`config.mk`:
```
export PLATFORM = sky130hd
export DESIGN_NAME = bfsx_exec_unit
export DESIGN_NICKNAME = d
export VERILOG_FILES = /design/src/bfsx_pkg.sv /design/src/bfsx_exec_unit.sv
export SDC_FILE = /design/constraint.sdc
export NUM_CORES = 1
export LEC_CHECK = 0
export BUFFER_PORTS_ARGS = -buffer_cell sky130_fd_sc_hd__buf_4
export CORE_MARGIN = 5
export CORE_UTILIZATION = 45
export DETAILED_ROUTE_END_ITERATION = 7
export GPL_TIMING_DRIVEN = 0
export PLACE_DENSITY_LB_ADDON = 0.08
export SLEW_MARGIN = 30
export SYNTH_ARGS = -nofsm -noshare
export SYNTH_HDL_FRONTEND = slang
export SYNTH_SLANG_ARGS = --single-unit
```
`constraint.sdc`:
```
create_clock -name clk_sys -period 3.73 [get_ports clk_sys]
set_input_delay 0.746 -clock clk_sys [delete_from_list [all_inputs] [get_ports clk_sys]]
set_output_delay 0.746 -clock clk_sys [all_outputs]
set_load 0.05 [all_outputs]
```
`src/bfsx_pkg.sv`:
```
// Purpose: shared constants and types of the bit/flag/stack execution unit
// Assumes: 8-bit datapath, status flags held inside the unit
// Notes:   register offsets are byte addresses on a 32-bit apb bus
package bfsx_pkg;

  // operation codes of the instruction group
  typedef enum logic [4:0] {
    OP_NOP        = 5'h00,
    OP_PUSH       = 5'h01,
    OP_POP        = 5'h02,
    OP_IO_SET     = 5'h03,
    OP_IO_CLR     = 5'h04,
    OP_SHIFT_LEFT = 5'h05,
    OP_SHIFT_RGHT = 5'h06,
    OP_ROT_LEFT   = 5'h07,
    OP_ROT_RGHT   = 5'h08,
    OP_ARITH_RGHT = 5'h09,
    OP_SWAP       = 5'h0a,
    OP_BIT_TO_T   = 5'h0b,
    OP_T_TO_BIT   = 5'h0c,
    OP_FLAG_SET   = 5'h0d,
    OP_FLAG_CLR   = 5'h0e,
    OP_SLEEP      = 5'h0f,
    OP_WDOG       = 5'h10,
    OP_BREAK      = 5'h11
  } bfsx_op_t;

  // sequencer states, gray coded along idle -> second -> done
  typedef enum logic [1:0] {
    ST_IDLE   = 2'b00,
    ST_SECOND = 2'b01,
    ST_DONE   = 2'b11
  } bfsx_state_t;

  // status flag positions
  localparam int unsigned FLAG_C = 0;
  localparam int unsigned FLAG_Z = 1;
  localparam int unsigned FLAG_N = 2;
  localparam int unsigned FLAG_V = 3;
  localparam int unsigned FLAG_S = 4;
  localparam int unsigned FLAG_H = 5;
  localparam int unsigned FLAG_T = 6;
  localparam int unsigned FLAG_I = 7;

  // register byte addresses
  localparam logic [7:0] ADDR_CMD    = 8'h00; // write: issue instruction
  localparam logic [7:0] ADDR_FLAGS  = 8'h04; // status_flags_reg
  localparam logic [7:0] ADDR_RESULT = 8'h08; // last result byte
  localparam logic [7:0] ADDR_STATUS = 8'h0c; // busy bit and stack pointer
  localparam logic [7:0] ADDR_IO     = 8'h10; // io register file base
  localparam int unsigned IO_REGS    = 4;     // io registers reachable
  localparam int unsigned STACK_DEPTH = 8;    // stack entries

  // reset values
  localparam logic [7:0] FLAGS_RST = 8'h00;
  localparam logic [7:0] IO_RST    = 8'h00;

  // timing of two-cycle instructions
  localparam int unsigned LONG_CYCLES = 2;

  // command word fields
  localparam int unsigned CMD_OP_LSB  = 0;  // 5-bit opcode
  localparam int unsigned CMD_BIT_LSB = 8;  // 3-bit bit select
  localparam int unsigned CMD_SEL_LSB = 12; // 2-bit io register select
  localparam int unsigned CMD_DAT_LSB = 16; // 8-bit operand

  // decoded instruction carrier
  typedef struct packed {
    bfsx_op_t   op;
    logic [2:0] bit_sel;
    logic [1:0] io_sel;
    logic [7:0] operand;
  } bfsx_instr_t;

endpackage : bfsx_pkg

```
`src/bfsx_exec_unit.sv`:
```
// Purpose: executes stack, io-bit, shift, flag and control instructions
// Assumes: one instruction in flight; commands written over apb
// Notes:   results and flags kept locally; control requests are pulses
//
// Behaviour
// - push copies source onto stack, two cycles
// - pop loads destination from stack, two cycles
// - io bit set, two cycles, flags kept
// - io bit clear, two cycles, flags kept
// - logical left shift updates Z,C,N,V
// - logical right shift updates Z,C,N,V
// - rotate left through carry, one cycle
// - rotate right through carry, one cycle
// - arithmetic right shift keeps top bit
// - swap nibbles, flags unchanged
// - copy register bit into transfer flag
// - write transfer flag into register bit
// - set or clear carry only
// - set or clear negative only
// - set or clear signed flag only
// - set or clear overflow only
// - set or clear half carry only
// - sleep request pulse, no flag change
// - watchdog restart pulse, no flag change
// - break acts only when debug active
//
// Usage
// - software issues one command word at a time through the command register
// - push, pop and io bit ops hold the unit busy for one extra cycle
// - a command written while busy is dropped; poll the busy bit first
// - shift and rotate ops also refresh the signed flag as N xor V
// - flag set and clear ops take the flag index from the bit field
// - the stack has eight entries and wraps silently on overflow
// - control requests are single-cycle pulses registered after issue
// - clock enable low freezes every register, apb writes included
`timescale 1ns/1ns
`default_nettype none

module bfsx_exec_unit (
  input  wire logic        clk_sys,      // 125 MHz core clock
  input  wire logic        nrst,         // synchronous reset, active low
  input  wire logic        clk_en,       // freezes all state when low
  input  wire logic        debug_active, // on-chip debugging enabled
  input  wire logic        psel,         // apb select
  input  wire logic        penable,      // apb access phase
  input  wire logic        pwrite,       // apb direction
  input  wire logic [7:0]  paddr,        // apb byte address
  input  wire logic [31:0] pwdata,       // apb write data
  output logic      [31:0] prdata,       // apb read data
  output logic             pready,       // apb ready
  output logic             pslverr,      // apb error, unmapped address
  output logic             sleep_req,    // one-cycle sleep request
  output logic             wdog_restart, // one-cycle watchdog restart
  output logic             break_req     // one-cycle debug break
);

  // internal state of the unit
  // everything below is flip-flop storage or combinational decode
  // the instruction latch keeps the command for the second cycle
  // of push, pop and io bit ops, so software may change pwdata
  // freely once the command write has been taken
  // decoded command
  bfsx_pkg::bfsx_instr_t   instr;        // instruction in flight
  bfsx_pkg::bfsx_state_t   state;        // sequencer state
  logic [7:0]              flags;        // status_flags_reg
  logic [7:0]              result;       // last result byte
  logic [7:0]              io_reg [bfsx_pkg::IO_REGS];    // io registers
  logic [7:0]              stack  [bfsx_pkg::STACK_DEPTH]; // stack storage
  logic [2:0]              sp;           // stack pointer, next free slot
  logic [7:0]              next_result;  // combinational result
  logic [7:0]              next_flags;   // combinational flags
  logic                    wr_result;    // result register updates
  logic                    issue;        // new command accepted
  logic                    apb_access;   // apb access phase
  logic                    addr_ok;      // mapped address
  bfsx_pkg::bfsx_instr_t   cmd;          // command decoded from pwdata

  // flags after a shift: Z, C, N and V = N xor C
  // shared by all five shift and rotate ops
  // S follows as N xor V, which reduces to the new carry
  // flags outside the arithmetic group pass through unchanged
  function automatic logic [7:0] shift_flags(input logic [7:0] f,
                                              input logic [7:0] r,
                                              input logic       c);
    logic [7:0] o;
    o = f;
    o[bfsx_pkg::FLAG_C] = c;
    o[bfsx_pkg::FLAG_Z] = (r == 8'h00);
    o[bfsx_pkg::FLAG_N] = r[7];
    o[bfsx_pkg::FLAG_V] = r[7] ^ c;
    o[bfsx_pkg::FLAG_S] = r[7] ^ (r[7] ^ c);
    return o;
  endfunction : shift_flags

  // io address index from byte address
  // one aligned word per io register, low byte used
  // only called once the address is known to be mapped
  // upper address bits are ignored after the subtraction
  function automatic logic [1:0] io_index(input logic [7:0] a);
    logic [7:0] d;
    d = a - bfsx_pkg::ADDR_IO;
    return d[3:2];
  endfunction : io_index

  // apb decode
  // zero wait states: every access completes in its access phase
  // unmapped addresses answer with an error but change nothing
  // a command write is only taken while the sequencer is idle
  // reads never have side effects
  assign apb_access = psel && penable;
  assign pready     = 1'b1;
  assign addr_ok    = (paddr == bfsx_pkg::ADDR_CMD) || (paddr == bfsx_pkg::ADDR_FLAGS)
                   || (paddr == bfsx_pkg::ADDR_RESULT) || (paddr == bfsx_pkg::ADDR_STATUS)
                   || ((paddr >= bfsx_pkg::ADDR_IO) && (paddr < 8'h20) && (paddr[1:0] == 2'b00));
  assign pslverr    = apb_access && !addr_ok;
  // one assignment fills the whole carrier, field by field
  // unknown opcodes fall to the default branch and do nothing
  assign cmd = '{op:      bfsx_pkg::bfsx_op_t'(pwdata[bfsx_pkg::CMD_OP_LSB +: 5]),
                 bit_sel: pwdata[bfsx_pkg::CMD_BIT_LSB +: 3],
                 io_sel:  pwdata[bfsx_pkg::CMD_SEL_LSB +: 2],
                 operand: pwdata[bfsx_pkg::CMD_DAT_LSB +: 8]};
  // commands written while busy are dropped
  assign issue = apb_access && pwrite && (paddr == bfsx_pkg::ADDR_CMD)
              && (state == bfsx_pkg::ST_IDLE);

  // apb read mux
  // read data is zero outside a read access phase
  // byte registers sit in the low bits, upper bits read zero
  always_comb
  begin
    prdata = 32'h0000_0000;
    if (apb_access && !pwrite)
    begin
      case (paddr)
        bfsx_pkg::ADDR_FLAGS:  prdata[7:0] = flags;
        bfsx_pkg::ADDR_RESULT: prdata[7:0] = result;
        bfsx_pkg::ADDR_STATUS: prdata[3:0] = {(state != bfsx_pkg::ST_IDLE), sp};
        default:
        begin
          if (addr_ok && paddr >= bfsx_pkg::ADDR_IO)
            prdata[7:0] = io_reg[io_index(paddr)];
        end
      endcase
    end
  end

  // one-cycle datapath of the instruction being issued
  // evaluated every cycle from pwdata; only used on issue
  // the operand field stands in for the register file value
  // two-cycle and control ops leave result and flags alone
  // flag ops change exactly one flag, picked by the bit field
  always_comb
  begin
    next_result = result;
    next_flags  = flags;
    wr_result   = 1'b0;
    case (cmd.op)
      // shift left, zero enters at the bottom
      bfsx_pkg::OP_SHIFT_LEFT:
      begin
        next_result = {cmd.operand[6:0], 1'b0};
        next_flags  = shift_flags(flags, next_result, cmd.operand[7]);
        wr_result   = 1'b1;
      end
      // shift right, zero enters at the top
      bfsx_pkg::OP_SHIFT_RGHT:
      begin
        next_result = {1'b0, cmd.operand[7:1]};
        next_flags  = shift_flags(flags, next_result, cmd.operand[0]);
        wr_result   = 1'b1;
      end
      // rotate left through the old carry
      bfsx_pkg::OP_ROT_LEFT:
      begin
        next_result = {cmd.operand[6:0], flags[bfsx_pkg::FLAG_C]};
        next_flags  = shift_flags(flags, next_result, cmd.operand[7]);
        wr_result   = 1'b1;
      end
      // rotate right through the old carry
      bfsx_pkg::OP_ROT_RGHT:
      begin
        next_result = {flags[bfsx_pkg::FLAG_C], cmd.operand[7:1]};
        next_flags  = shift_flags(flags, next_result, cmd.operand[0]);
        wr_result   = 1'b1;
      end
      // arithmetic shift right, sign bit kept
      bfsx_pkg::OP_ARITH_RGHT:
      begin
        next_result = {cmd.operand[7], cmd.operand[7:1]};
        next_flags  = shift_flags(flags, next_result, cmd.operand[0]);
        wr_result   = 1'b1;
      end
      bfsx_pkg::OP_SWAP:
      begin
        next_result = {cmd.operand[3:0], cmd.operand[7:4]};
        wr_result   = 1'b1;
      end
      bfsx_pkg::OP_BIT_TO_T:
        next_flags[bfsx_pkg::FLAG_T] = cmd.operand[cmd.bit_sel];
      bfsx_pkg::OP_T_TO_BIT:
      begin
        next_result = cmd.operand;
        next_result[cmd.bit_sel] = flags[bfsx_pkg::FLAG_T];
        wr_result   = 1'b1;
      end
      // bit_sel picks C,Z,N,V,S,H,T,I
      bfsx_pkg::OP_FLAG_SET:
        next_flags[cmd.bit_sel] = 1'b1;
      bfsx_pkg::OP_FLAG_CLR:
        next_flags[cmd.bit_sel] = 1'b0;
      default:
      begin
        next_result = result; // nop, stack, io and control ops
      end
    endcase
  end

  // sequencer: single-cycle ops stay idle, two-cycle ops pass second
  // busy lasts exactly one cycle after the command edge
  // the done code is never entered; default recovers to idle
  // reset and clock enable gate every transition
  always_ff @(posedge clk_sys)
  begin
    if (!nrst)
      state <= bfsx_pkg::ST_IDLE;
    else if (clk_en)
    begin
      case (state)
        bfsx_pkg::ST_IDLE:
          if (issue && (cmd.op == bfsx_pkg::OP_PUSH || cmd.op == bfsx_pkg::OP_POP
                     || cmd.op == bfsx_pkg::OP_IO_SET || cmd.op == bfsx_pkg::OP_IO_CLR))
            state <= bfsx_pkg::ST_SECOND;
        bfsx_pkg::ST_SECOND:
          state <= bfsx_pkg::ST_IDLE;     // second of the two cycles
        default:
          state <= bfsx_pkg::ST_IDLE;
      endcase
    end
  end

  // instruction latch
  // holds the command while the second cycle runs
  // updated on every accepted command, not only two-cycle ones
  always_ff @(posedge clk_sys)
  begin
    if (!nrst)
      instr <= '0;
    else if (clk_en && issue)
      instr <= cmd;
  end

  // status flags: written by flag ops and shifts, or by software
  // command and flag writes use different addresses,
  // so both can never land at one edge
  // stack and io ops leave the flags untouched
  always_ff @(posedge clk_sys)
  begin
    if (!nrst)
      flags <= bfsx_pkg::FLAGS_RST;
    else if (clk_en)
    begin
      if (issue)
        flags <= next_flags;
      else if (apb_access && pwrite && paddr == bfsx_pkg::ADDR_FLAGS)
        flags <= pwdata[7:0];
    end
  end

  // result byte: one-cycle ops now, pop at end of second cycle
  // the pointer has already stepped down when the pop reads
  // bit transfer into the flag leaves the result alone
  always_ff @(posedge clk_sys)
  begin
    if (!nrst)
      result <= 8'h00;
    else if (clk_en)
    begin
      if (issue && wr_result)
        result <= next_result;
      else if (state == bfsx_pkg::ST_SECOND && instr.op == bfsx_pkg::OP_POP)
        result <= stack[sp];
    end
  end

  // stack pointer and storage, flags never touched
  // pointer names the next free slot
  // pop steps down at issue so the second cycle reads the top
  // push writes the slot, then steps up; both wrap at eight
  always_ff @(posedge clk_sys)
  begin
    if (!nrst)
      sp <= 3'h0;
    else if (clk_en && issue && cmd.op == bfsx_pkg::OP_POP)
      sp <= sp - 3'h1;
    else if (clk_en && state == bfsx_pkg::ST_SECOND && instr.op == bfsx_pkg::OP_PUSH)
      sp <= sp + 3'h1;
  end

  always_ff @(posedge clk_sys)
  begin
    if (!nrst)
    begin
      for (int i = 0; i < bfsx_pkg::STACK_DEPTH; i++)
        stack[i] <= 8'h00;
    end
    else if (clk_en && state == bfsx_pkg::ST_SECOND && instr.op == bfsx_pkg::OP_PUSH)
      stack[sp] <= instr.operand;
  end

  // io registers: software writes or read-modify-write bit ops
  // the bit op in its second cycle wins over a software write
  // only the addressed bit changes, the other seven are kept
  // flags are never touched from here
  always_ff @(posedge clk_sys)
  begin
    if (!nrst)
    begin
      for (int i = 0; i < bfsx_pkg::IO_REGS; i++)
        io_reg[i] <= bfsx_pkg::IO_RST;
    end
    else if (clk_en)
    begin
      if (state == bfsx_pkg::ST_SECOND && instr.op == bfsx_pkg::OP_IO_SET)
        io_reg[instr.io_sel][instr.bit_sel] <= 1'b1;
      else if (state == bfsx_pkg::ST_SECOND && instr.op == bfsx_pkg::OP_IO_CLR)
        io_reg[instr.io_sel][instr.bit_sel] <= 1'b0;
      else if (apb_access && pwrite && addr_ok && paddr >= bfsx_pkg::ADDR_IO)
        io_reg[io_index(paddr)] <= pwdata[7:0];
    end
  end

  // control pulses, one cycle after issue
  // each pulse stands exactly one cycle and changes no flag
  // sleep and watchdog effects belong to blocks outside this unit
  // break is dropped silently unless debugging is active
  // registered so the outputs are free of decode glitches
  // clock enable low holds the current pulse value
  always_ff @(posedge clk_sys)
  begin
    if (!nrst)
    begin
      sleep_req    <= 1'b0;
      wdog_restart <= 1'b0;
      break_req    <= 1'b0;
    end
    else if (clk_en)
    begin
      sleep_req    <= issue && cmd.op == bfsx_pkg::OP_SLEEP;
      wdog_restart <= issue && cmd.op == bfsx_pkg::OP_WDOG;
      break_req    <= issue && cmd.op == bfsx_pkg::OP_BREAK && debug_active;
    end
  end

  // limitation: the stack does not flag overflow or underflow;
  // software keeps track of its own depth
  // limitation: io registers beyond the fourth are unmapped

endmodule : bfsx_exec_unit

`default_nettype wire

```
==> impl_results.md, run 1 <==
* Die Y-Extent at 145 µm
* Clock tree root buffer cell: clkbuf_16
* Main synth FF type: edfxtp_1
* P&R area growth vs syn at 15.0%
* Ports at 84
* CTS Buf Count at 17
* Routed Antenna Nets at 0
* Post-Synth XOR/XNOR Area at 0.744%
* I/O Buffers at 40
* Max_slew headroom at 30.3%
* Antenna cells at 0
* Worst-Margin Slew at 1.04 ns
* GRT Total Usage at about a quarter
* Site Rows at between 40 and 50
* Largest net degree at the start of global routing at 17
* Setup TNS at 0 ns
* Wire length per cell at 22.1 µm
* DR iter-0 viols at 689
* Vias in the first global route at ~6600
* Unique masters post-synth at 78
* Worst min path class: flop to flop
* Synthesized instance count at 811
* Fraction of registers with async set/reset at 0%
* Clk_lat worst skew at 0.43 ns
* Grt total ovfl at 0
* Crit end category: primary output
* PD cells at 390 nW/µm²
* CTS Buffer Depth at 2
* Crit Path Category: input pin to primary output
* Vias per Instance at just under 6
* Setup violations, final at 0
* Die Span X at 145 µm
* Worst EP arrival at approximately 2.8 ns
* Flops & latches, synth at 140
* Die Footprint at ~21000 µm²
* Drt pass-1 iters at 6
* Nets at 942
* Starting density of the core at 45.7%
* Max Fclk at 0.283 GHz
* CP Max Fanout at 10
* Mux contribution to synthesized area at 9.97%
* Min Clock Period, post-route at between 3 and 4 ns
* GPL Wtd Cong at a little over 0.9
* Post-synth EDFFs at 96
* Largest family of logic cells by synthesized area: simple AND/OR/NAND/NOR gates
* Max VDD drop at between 0.3 and 0.4 mV
* Critical Path RT at just under 3 ns
* Clock slew at reported path FFs at 0.07 ns
* Post CTS Setup Buffer Count at 0
* Dpl hpwl at 18.7 mm
* Via count at 6716
* Worst path cell trace: clkbuf_1, buf_1, mux4_2, o21ai_0, nor2_1, buf_4
* Max incr delay on CP at 0.57 ns
* Synth Area in Simple Gates at a little under a quarter
* Critical path buffers and inverters at 3
* Max reg flops at 64
* Final wirelength at 25.1 mm
* Initial antenna violation count at 0
* RSZ-0062 raised after global routing: false
* Worst setup SP type: input pin
* Run status: completed
* Post-synthesis sequential area ratio at 45.7%
* DRC at 0
* Synth warn at 0
* Power, Total at 0.00369 W
* Leakage power at 3.37 nW
* Avg Cell Area, Syn at ~10 µm²
* TritonCTS clock tree: done
* Compound-Gate Fraction of Synth Area at 13.5%
* Max_cap viols at 0
* First-pass GRT wire length at a little under 40 mm
* Worst path top cell family by delay: buffers and inverters
* Setup Skew at between 0.01 and 0.015 ns
* CTS H-tree depth at 4
* Netlist Area Pre-Place at approximately 8000 µm²
* Max Slew Vio Count at 0
* CTS Sinks at 140
* Hold Vio Cnt, Final at 0
* Period utilization at a little over nine tenths
* Synth Area in Adders at 0.395%
* Layout cells sized above 1 at 19.6%
* Core area at 18000 µm²
* CP max stage cell: buf_1
==> cell usage in the layout (no fill, tap or decap), types with 17 or more instances in the layout <==
master and n:
conb_1 25, dfxtp_1 44, a21oi_1 43, nand2_1 65, nor3_1 19, mux4_2 26, nor2_1 87, o21ai_0 20
buf_4 66, edfxtp_1 96, buf_2 18, mux2i_1 18, clkbuf_1 25, and2_1 68, clkbuf_16 17
==> worst min-delay path: cells and delay by family (launching register included) <==
family | cells | cell delay [ns]
flops | 1 | 0.32
simple gates | 1 | 0.05
compound gates | 1 | 0.05
==> cells in the mapped netlist (4+ instances only) <==
cell | count | area (µm²)
nand3b_1 | 7 | 52.6
mux4_2 | 26 | 586
nor3b_1 | 9 | 67.6
nand2_1 | 65 | 244
a221oi_1 | 8 | 70.1
nor4_1 | 8 | 50.1
o211ai_1 | 9 | 67.6
edfxtp_1 | 96 | 2880
nor3_1 | 19 | 95.1
and2_1 | 68 | 425
o22ai_1 | 5 | 31.3
nor2b_1 | 12 | 75.1
inv_1 | 15 | 56.3
nand4_1 | 12 | 75.1
clkbuf_1 | 26 | 97.6
o221ai_1 | 4 | 35.0
o31ai_1 | 9 | 67.6
nand2b_1 | 11 | 68.8
a211oi_1 | 12 | 90.1
nor2_2 | 4 | 25.0
nor2_1 | 87 | 327
dfxtp_1 | 44 | 881
and3_1 | 10 | 62.6
mux2i_1 | 18 | 180
a21oi_1 | 43 | 215
buf_4 | 26 | 195
mux2_2 | 5 | 56.3
a22oi_1 | 8 | 60.1
a31oi_1 | 5 | 31.3
o21ai_0 | 26 | 130
nand3_1 | 11 | 55.1
xnor2_1 | 4 | 35.0
buf_2 | 18 | 90.1
==> path summary, 6_finish.rpt <==
kind,to,startpoint,slack [ns],depth (start not counted)
worst max register to register,sp[2],state[0],0.74,10
worst min register to register,break_req,break_req,0.46,2
worst min-delay path,break_req,break_req,0.46,2
worst max-delay path,prdata[7],paddr[3],0.20,6
==> what timing repair did <==
item	CTS	global route
hold buffers	0	0
endpoints found under the setup margin	0	1
gates resized for setup	0	2
==> power breakdown <==
group / internal, W / switching [W]
registers: 0.00169 / 0.0000125
clock network: 0.000872 / 0.000742
logic: 0.000120 / 0.000252
total: 0.00269 / 0.00101
==> layout make-up <==
cell class / count / area [µm²]
fill: 1665 / 8550
multi-input combinational: 601 / 4100
sequential: 140 / 3760
clock buffer: 17 / 425
buffer: 74 / 400
timing repair buffer: 40 / 300
tap: 229 / 287
clock inverter: 15 / 128
inverter: 19 / 71.3
==> logic make-up after synthesis <==
kind of cell    after synthesis
mux                          49
xor+xnor                      7
simple gates                353
buf+inv                      93
fa+ha+maj                     2
flops                       140
compound gates              165
other cells                   2
==> layer usage <==
layer	vias to the layer above	GRT usage (%)	wire length (µm)	share of wire, %
met3	39	4.48	1780	7.1
li1	3119	-	-	-
met2	273	38.3	12100	48
met5	-	0	0	0
met1	3285	31.6	10700	43
met4	0	6.58	495	2.0
==> metrics by stage <==
stage               area [µm²]  instances  hold WS (ns)  worst slack (ns)  util [%]
floorplan                 8330        834         0.449             0.215         -
global placement          8920       1103         0.460            0.0388      49.5
detailed placement        8920       1103         0.453            0.0203      49.5
CTS                       9470       1135         0.462            0.0789      52.6
global route              9480       1135         0.491             0.201      52.6
finish                    9480       1135         0.463             0.201      52.6
(Power assumes the default switching activity.)
==> run 2, diff against run 1 <==
--- a/config.mk
+++ b/config.mk
@@ -6,7 +6,7 @@
 export NUM_CORES = 1
 export LEC_CHECK = 0
 export BUFFER_PORTS_ARGS = -buffer_cell sky130_fd_sc_hd__buf_4
-export CORE_MARGIN = 5
+export CORE_MARGIN = 1.5
 export CORE_UTILIZATION = 45
 export DETAILED_ROUTE_END_ITERATION = 7
 export GPL_TIMING_DRIVEN = 0
==> constraint.sdc (replaced) <==
create_clock -name clk_sys -period 3.4 [get_ports clk_sys]
set_input_delay 0.68 -clock clk_sys [delete_from_list [all_inputs] [get_ports clk_sys]]
set_output_delay 0.68 -clock clk_sys [all_outputs]
set_load 0.05 [all_outputs]
==> impl_results.md, run 2 (synthesized netlist as in run 1, its figures left out) <==
* Min Clock Period, post-route at 3.22 ns
* Clock slew at reported path FFs at 0.06 ns (about the same)
* Grt total ovfl at 0 (unchanged)
* Sequential Power Share at 44.0% (-2.2 points)
* Max VDD drop at 0.389 mV (+17%)
* Nets at 942 (unchanged)
* Final instance area at 9540 µm² (+0.73%)
* Dpl hpwl at 18.1 mm (-3.3%)
* CP max stage cell: mux4_2
* Ports at 84 (unchanged)
* Switch Pwr at 0.00104 W (+2.9%)
* Placed cell area at 8920 µm² (about the same)
* Most common cell after layout, fill and taps aside: edfxtp_1
* I/O Buffers at 40 (unchanged)
* Wire length per cell at 21.5 µm (-2.7%)
* Power, Total at 0.00426 W (+15%)
* CTS Buffer Depth at 2 (unchanged)
* Via count at 6779 (+0.94%)
* CP Max Fanout at 10 (unchanged)
* Critical path buffers and inverters at 3 (unchanged)
* Die Span X at 138 µm (-4.8%)
* Setup slack, reg-to-reg at 0.59 ns (-0.15 ns)
* Drt pass-1 iters at 5 (-1)
* Core area at 18000 µm² (-0.34%)
* Crit Path Category: input pin to primary output
* Routed Antenna Nets at 0 (unchanged)
* Max incr delay on CP at 0.59 ns (+0.02 ns)
* Max Fclk at 0.310 GHz
* CTS Sinks at 140 (unchanged)
* Layout Cells excl Fill at 1134 (-0.088%)
* PD cells at 446 nW/µm² (+14%)
* Die Footprint at 19100 µm² (-9.4%)
* Period utilization at 94.8%
* Hold Vio Cnt, Final at 0 (unchanged)
* Run status: completed
* Fillers at 1666 (+0.060%)
* Initial antenna violation count at 0 (unchanged)
* DRC at 0 (unchanged)
* Origin of the critical flop-to-flop path: state[0]
* Power share of the combinational group at 9.5% (-0.6 points)
* P&R area growth vs syn at 15.8%
* Vias in the first global route at 6653 (+0.67%)
* Vias per Instance at 5.98 (+1.0%)
* Largest net degree at the start of global routing at 17 (unchanged)
* Worst-Margin Slew at 0.984 ns (-0.0528 ns)
* Die Y-Extent at 138 µm (-4.8%)
* Leakage power at 3.40 nW (+0.81%)
* First-pass GRT wire length at 37.8 mm (-2.3%)
* Setup violations, final at 0 (unchanged)
* Worst min path class: flop to flop
* DR iter-0 viols at 734 (+6.5%)
* Worst EP arrival at 2.54 ns (-0.24 ns)
* Antenna cells at 0 (unchanged)
* Setup Skew at 0.0101 ns (-0.0000696 ns)
* Worst path cell trace: buf_2, clkbuf_2, mux4_2, o21ai_0, nor2_1, buf_4
* GPL Wtd Cong at 0.911 (-0.81%)
* Most frequent cells in the layout: edfxtp_1, nor2_1, and2_1, buf_4, nand2_1
* Final hold slack at 0.472 ns (+0.00860 ns)
* R2R depth at 10 (unchanged)
* Hold path depth at 2 (unchanged)
* Switching share of total power at 24.3% (-2.9 points)
* Clock tree root buffer cell: clkbuf_16
* Clk_lat worst skew at 0.43 ns (about the same)
* Max reg flops at 64 (unchanged)
* Hold path start: result[2]
* Site Rows at 49 (unchanged)
* Final wirelength at 24.4 mm (-2.7%)
* GRT Total Usage at 25.7% (+2.4 points)
* Worst setup SP type: input pin
* Max Slew Vio Count at 0 (unchanged)
* CTS H-tree depth at 4 (unchanged)
* Max_slew headroom at 34.3% (+4.0 points)
* Worst path top cell family by delay: buffers and inverters
* WHS Endpoint: result[2]
* Clk network pwr share at 46.4% (+2.7 points)
* RSZ-0062 raised after global routing: false
* Max_cap viols at 0 (unchanged)
* TritonCTS clock tree: done
* Critical Path RT at 2.72 ns (-0.26 ns)
* Crit end category: primary output
* Layout cells sized above 1 at 19.8% (+0.13 points)
* Starting density of the core at 45.9% (+0.16 points)
* P_int at 0.00322 W (+20%)
* Dpl cells at 1103 (unchanged)
* CTS Buf Count at 17 (unchanged)
==> run 2: changes by cell type in the layout (fill, tap and decap cells not counted), moves of 2 or more <==
cell        previous run  this run
bufinv_16              0         4
clkinv_4               4         2
clkinvlp_4             1         3
inv_8                  3         0
inv_6                  5         3
clkbuf_2               2         4
==> run 2: final cells by class <==
cell class,instances,area (µm²),share of cell area (%)
timing repair buffer,40,300,3.15
buffer,74,403,4.22
multi-input combinational,601,4100,43.0
tap,229,287,3.00
clock buffer,18,429,4.50
clock inverter,13,190,1.99
inverter,19,71.3,0.747
sequential,140,3760,39.4
==> run 2: tightest hold or removal path: cells and delay by family, from the launching register on <==
| family | cells | cell delay (ns) |
|---|---|---|
| DFF | 1 | 0.31 |
| and+or+nand+nor | 1 | 0.06 |
| AOI/OAI and AO/OA | 1 | 0.06 |
==> run 2: how the worst max path moves through the flow <==
stage / start / to / slack [ns] / cells after the start
after floorplan: paddr[2] / prdata[4] / 0.02 / 5
after global placement: paddr[3] / flop / -0.20 / 11
after detailed placement: paddr[3] / flop / -0.17 / 11
after CTS: paddr[3] / prdata[7] / 0.07 / 6
after global routing: paddr[3] / flop / 0.09 / 11
final: paddr[2] / prdata[7] / 0.18 / 6
==> run 2: what timing repair did <==
action | CTS | global route
gates cloned | 0 | 0
hold buffers | 0 | 0
pin swaps | 0 | 0
setup endpoints to repair | 1 | 3
setup buffers | 0 | 0
resized for setup | 1 | 3
==> run 2: through the flow <==
step	setup slack [ns]	utilization (%)	setup TNS, ns
after CTS	0.0686	53.1	0
after global routing	0.0859	53.1	0
after floorplan	0.0165	-	0
after detailed placement	-0.165	49.6	-0.374
after global placement	-0.199	49.6	-0.405
final	0.178	53.1	0
==> run 2: per-layer routing <==
metal	up-vias	routed length, µm	global-route usage (%)
li1	3121	-	-
met1	3338	10700	34.5
met2	274	11700	42.1
met5	-	0	0
met3	46	1370	4.61
met4	0	617	9.25
==> run 2: power groups by stage <==
stage          sequential, W  combinational [W]  clock (W)
3_5_place_dp         0.00191           0.000397          0
2_1_floorplan        0.00190           0.000277          0
4_1_cts              0.00187           0.000398    0.00199
6_report             0.00187           0.000406    0.00198
5_1_grt              0.00188           0.000430    0.00206
3_3_place_gp         0.00191           0.000394          0
==> run 3, diff against run 2 <==
--- a/config.mk
+++ b/config.mk
@@ -7,7 +7,7 @@
 export LEC_CHECK = 0
 export BUFFER_PORTS_ARGS = -buffer_cell sky130_fd_sc_hd__buf_4
 export CORE_MARGIN = 1.5
-export CORE_UTILIZATION = 45
+export CORE_UTILIZATION = 50
 export DETAILED_ROUTE_END_ITERATION = 7
 export GPL_TIMING_DRIVEN = 0
 export PLACE_DENSITY_LB_ADDON = 0.08
==> constraint.sdc (replaced) <==
create_clock -name clk_sys -period 3.9 [get_ports clk_sys]
set_input_delay 0.195 -clock clk_sys [delete_from_list [all_inputs] [get_ports clk_sys]]
set_output_delay 0.195 -clock clk_sys [all_outputs]
set_load 0.05 [all_outputs]
==> impl_results.md, run 3 (synthesized netlist as in run 1, its figures left out) <==
* Clock tree root buffer cell: clkbuf_16
* TritonCTS clock tree: done
* Most common cell after layout, fill and taps aside: edfxtp_1
* Final wirelength at 23.8 mm (-2.3%)
* GPL Wtd Cong at 0.948 (+4.1%)
* Core area at 16000 µm² (-11%)
* Max incr delay on CP at 0.43 ns (-0.16 ns)
* Layout cells sized above 1 at 19.4% (-0.35 points)
* Site Rows at 46 (-6.1%)
* Post-route setup slack at 0.904 ns (+0.726 ns)
* CTS H-tree depth at 4 (unchanged)
* Setup violations, final at 0 (unchanged)
* Vias per Instance at 6.01 (+0.61%)
* Grt total ovfl at 0 (unchanged)
* Hold path depth at 3 (+1)
* Hold Buf Count CTS at 0 (unchanged)
* Setup TNS at 0 ns (unchanged)
* Initial antenna violation count at 0 (unchanged)
* Post CTS Setup Buffer Count at 0 (unchanged)
* DRC at 0 (unchanged)
* Worst path top cell family by delay: simple AND/OR/NAND/NOR gates
* I/O Buffers at 40 (unchanged)
* WHS Endpoint: instr[1]
* CP Depth at 10 (+4)
* Drt pass-1 iters at 5 (unchanged)
* GRT Total Usage at 28.2% (+2.5 points)
* CTS Sinks at 140 (unchanged)
* Leakage power at 3.37 nW (-0.68%)
* Critical Path RT at 4.25 ns (+1.53 ns)
* Worst min path class: input pin to flop
* Max Fclk at approximately 0.33 GHz
* Routed Antenna Nets at 0 (unchanged)
* Most frequent cells in the layout: edfxtp_1, nor2_1, and2_1, buf_4, nand2_1
* Die Span X at 131 µm (-5.0%)
* CTS Buffer Depth at 2 (unchanged)
* Max_slew headroom at 28.0% (-6.3 points)
* Largest net degree at the start of global routing at 17 (unchanged)
* Worst-Margin Slew at 1.07 ns (+0.0877 ns)
* Die Y-Extent at 131 µm (-5.0%)
* Hold Vio Cnt, Final at 0 (unchanged)
* Clk_lat worst skew at 0.43 ns (about the same)
* Max reg flops at 64 (unchanged)
* Max Slew Vio Count at 0 (unchanged)
* Wire length per cell at 21.2 µm (-1.3%)
* Hold path start: pwdata[17]
* Vias in the first global route at 6662 (+0.14%)
* Period utilization at about three quarters
* Crit Path Category: flop to flop
* RSZ-0062 raised after global routing: false
* R2r endpoint: sp[2]
* Max_cap viols at 0 (unchanged)
* Max VDD drop at 0.332 mV (-15%)
* Most numerous cell on the critical path: nor2_1
* CTS resizes at 0 (-1)
* Worst EP arrival at 3.35 ns (+0.81 ns)
* Pre-CTS WS at 0.776 ns (+0.941 ns)
* Crit end category: flop
* CTS Buf Count at 17 (unchanged)
* Worst setup SP type: flop
* DR iter-0 viols at 631 (-14%)
* Starting density of the core at 51.5% (+5.6 points)
* Nets at 942 (unchanged)
* Final hold slack at 0.0602 ns (-0.412 ns)
* Power, Total at 0.00361 W (-15%)
* Dpl hpwl at 17.8 mm (-1.6%)
* Die Footprint at 17300 µm² (-9.8%)
* Fillers at 1418 (-15%)
* First-pass GRT wire length at 37.4 mm (-1.2%)
* Ports at 84 (unchanged)
* Setup Skew at 0.0110 ns (+0.000865 ns)
* CP max stage cell: fa_1
* Run status: completed
* Worst path cell trace: nor3_4, nand4_2, nor2_1, clkbuf_1, nand2_1, fa_1, nor4_1, a41oi_1, xor2_1, nor2_1
* Via count at 6748 (-0.46%)
* Min Clock Period, post-route at 3.00 ns
* PD cells at 381 nW/µm² (-15%)
* CP Max Fanout at 10 (unchanged)
* Clock slew at reported path FFs at 0.07 ns (about the same)
* P&R area growth vs syn at 15.1%
* R2R depth at 10 (unchanged)
* Setup slack, reg-to-reg at 0.90 ns (+0.31 ns)
* Critical path buffers and inverters at 1 (-2)
* Antenna cells at 0 (unchanged)
* Origin of the critical flop-to-flop path: state[0]
[run 3: cell types whose count changed in the layout (fill, tap and decap cells not counted), sizes merged]
cell    before  now
buf         86   87
clkbuf      46   45
inv         19   21
bufinv       4    2
clkinv       6    7
[run 3: per-stage QoR]
step	utilization [%]	area, µm²	cells
after detailed placement	55.6	8900	1090
after floorplan	-	8330	834
after global placement	55.6	8900	1090
final	59.3	9490	1122
after CTS	59.3	9490	1122
after global routing	59.3	9490	1122
[run 3: worst max-delay path by stage]
stage / from / end
3_3_place_gp: paddr[3] / flop
5_1_grt: state[0] / sp[2]
4_1_cts: state[0] / sp[2]
2_1_floorplan: paddr[3] / flop
3_5_place_dp: paddr[3] / flop
6_report: state[0] / sp[2]
[run 3: cell type report]
class | instances | area [µm²] | area share [%]
Buffer | 74 | 399 | 4.21
Sequential cell | 140 | 3760 | 39.7
Timing Repair Buffer | 40 | 300 | 3.16
Multi-Input combinational cell | 601 | 4100 | 43.2
Clock buffer | 18 | 429 | 4.52
Tap cell | 216 | 270 | 2.85
Inverter | 19 | 71.3 | 0.751
Clock inverter | 14 | 161 | 1.70
[run 3: per-layer routing]
| metal | wire, µm | vias to the layer above | track usage (%) | share of wire, % |
|---|---|---|---|---|
| met5 | 0 | - | 0 | 0 |
| li1 | - | 3124 | - | - |
| met1 | 10100 | 3255 | 38.0 | 43 |
| met2 | 11300 | 313 | 46.1 | 48 |
| met3 | 1680 | 56 | 4.98 | 7.1 |
| met4 | 667 | 0 | 10.0 | 2.8 |
[run 3: worst reg2reg max path, cell delays in order (launching register included)]
cell and delay (ns):
dfxtp_1 0.38, nor3_4 0.29, nand4_2 0.34, nor2_1 0.24, clkbuf_1 0.39, nand2_1 0.14
fa_1 0.43, nor4_1 0.30, a41oi_1 0.10, xor2_1 0.17, nor2_1 0.14
[run 3: power breakdown]
group          total [W]  leakage [nW]  internal [W]  switching [W]
Clock            0.00163         0.279      0.000955       0.000673
Combinational   0.000350          1.81      0.000114       0.000236
Sequential       0.00163          1.29       0.00162      0.0000122
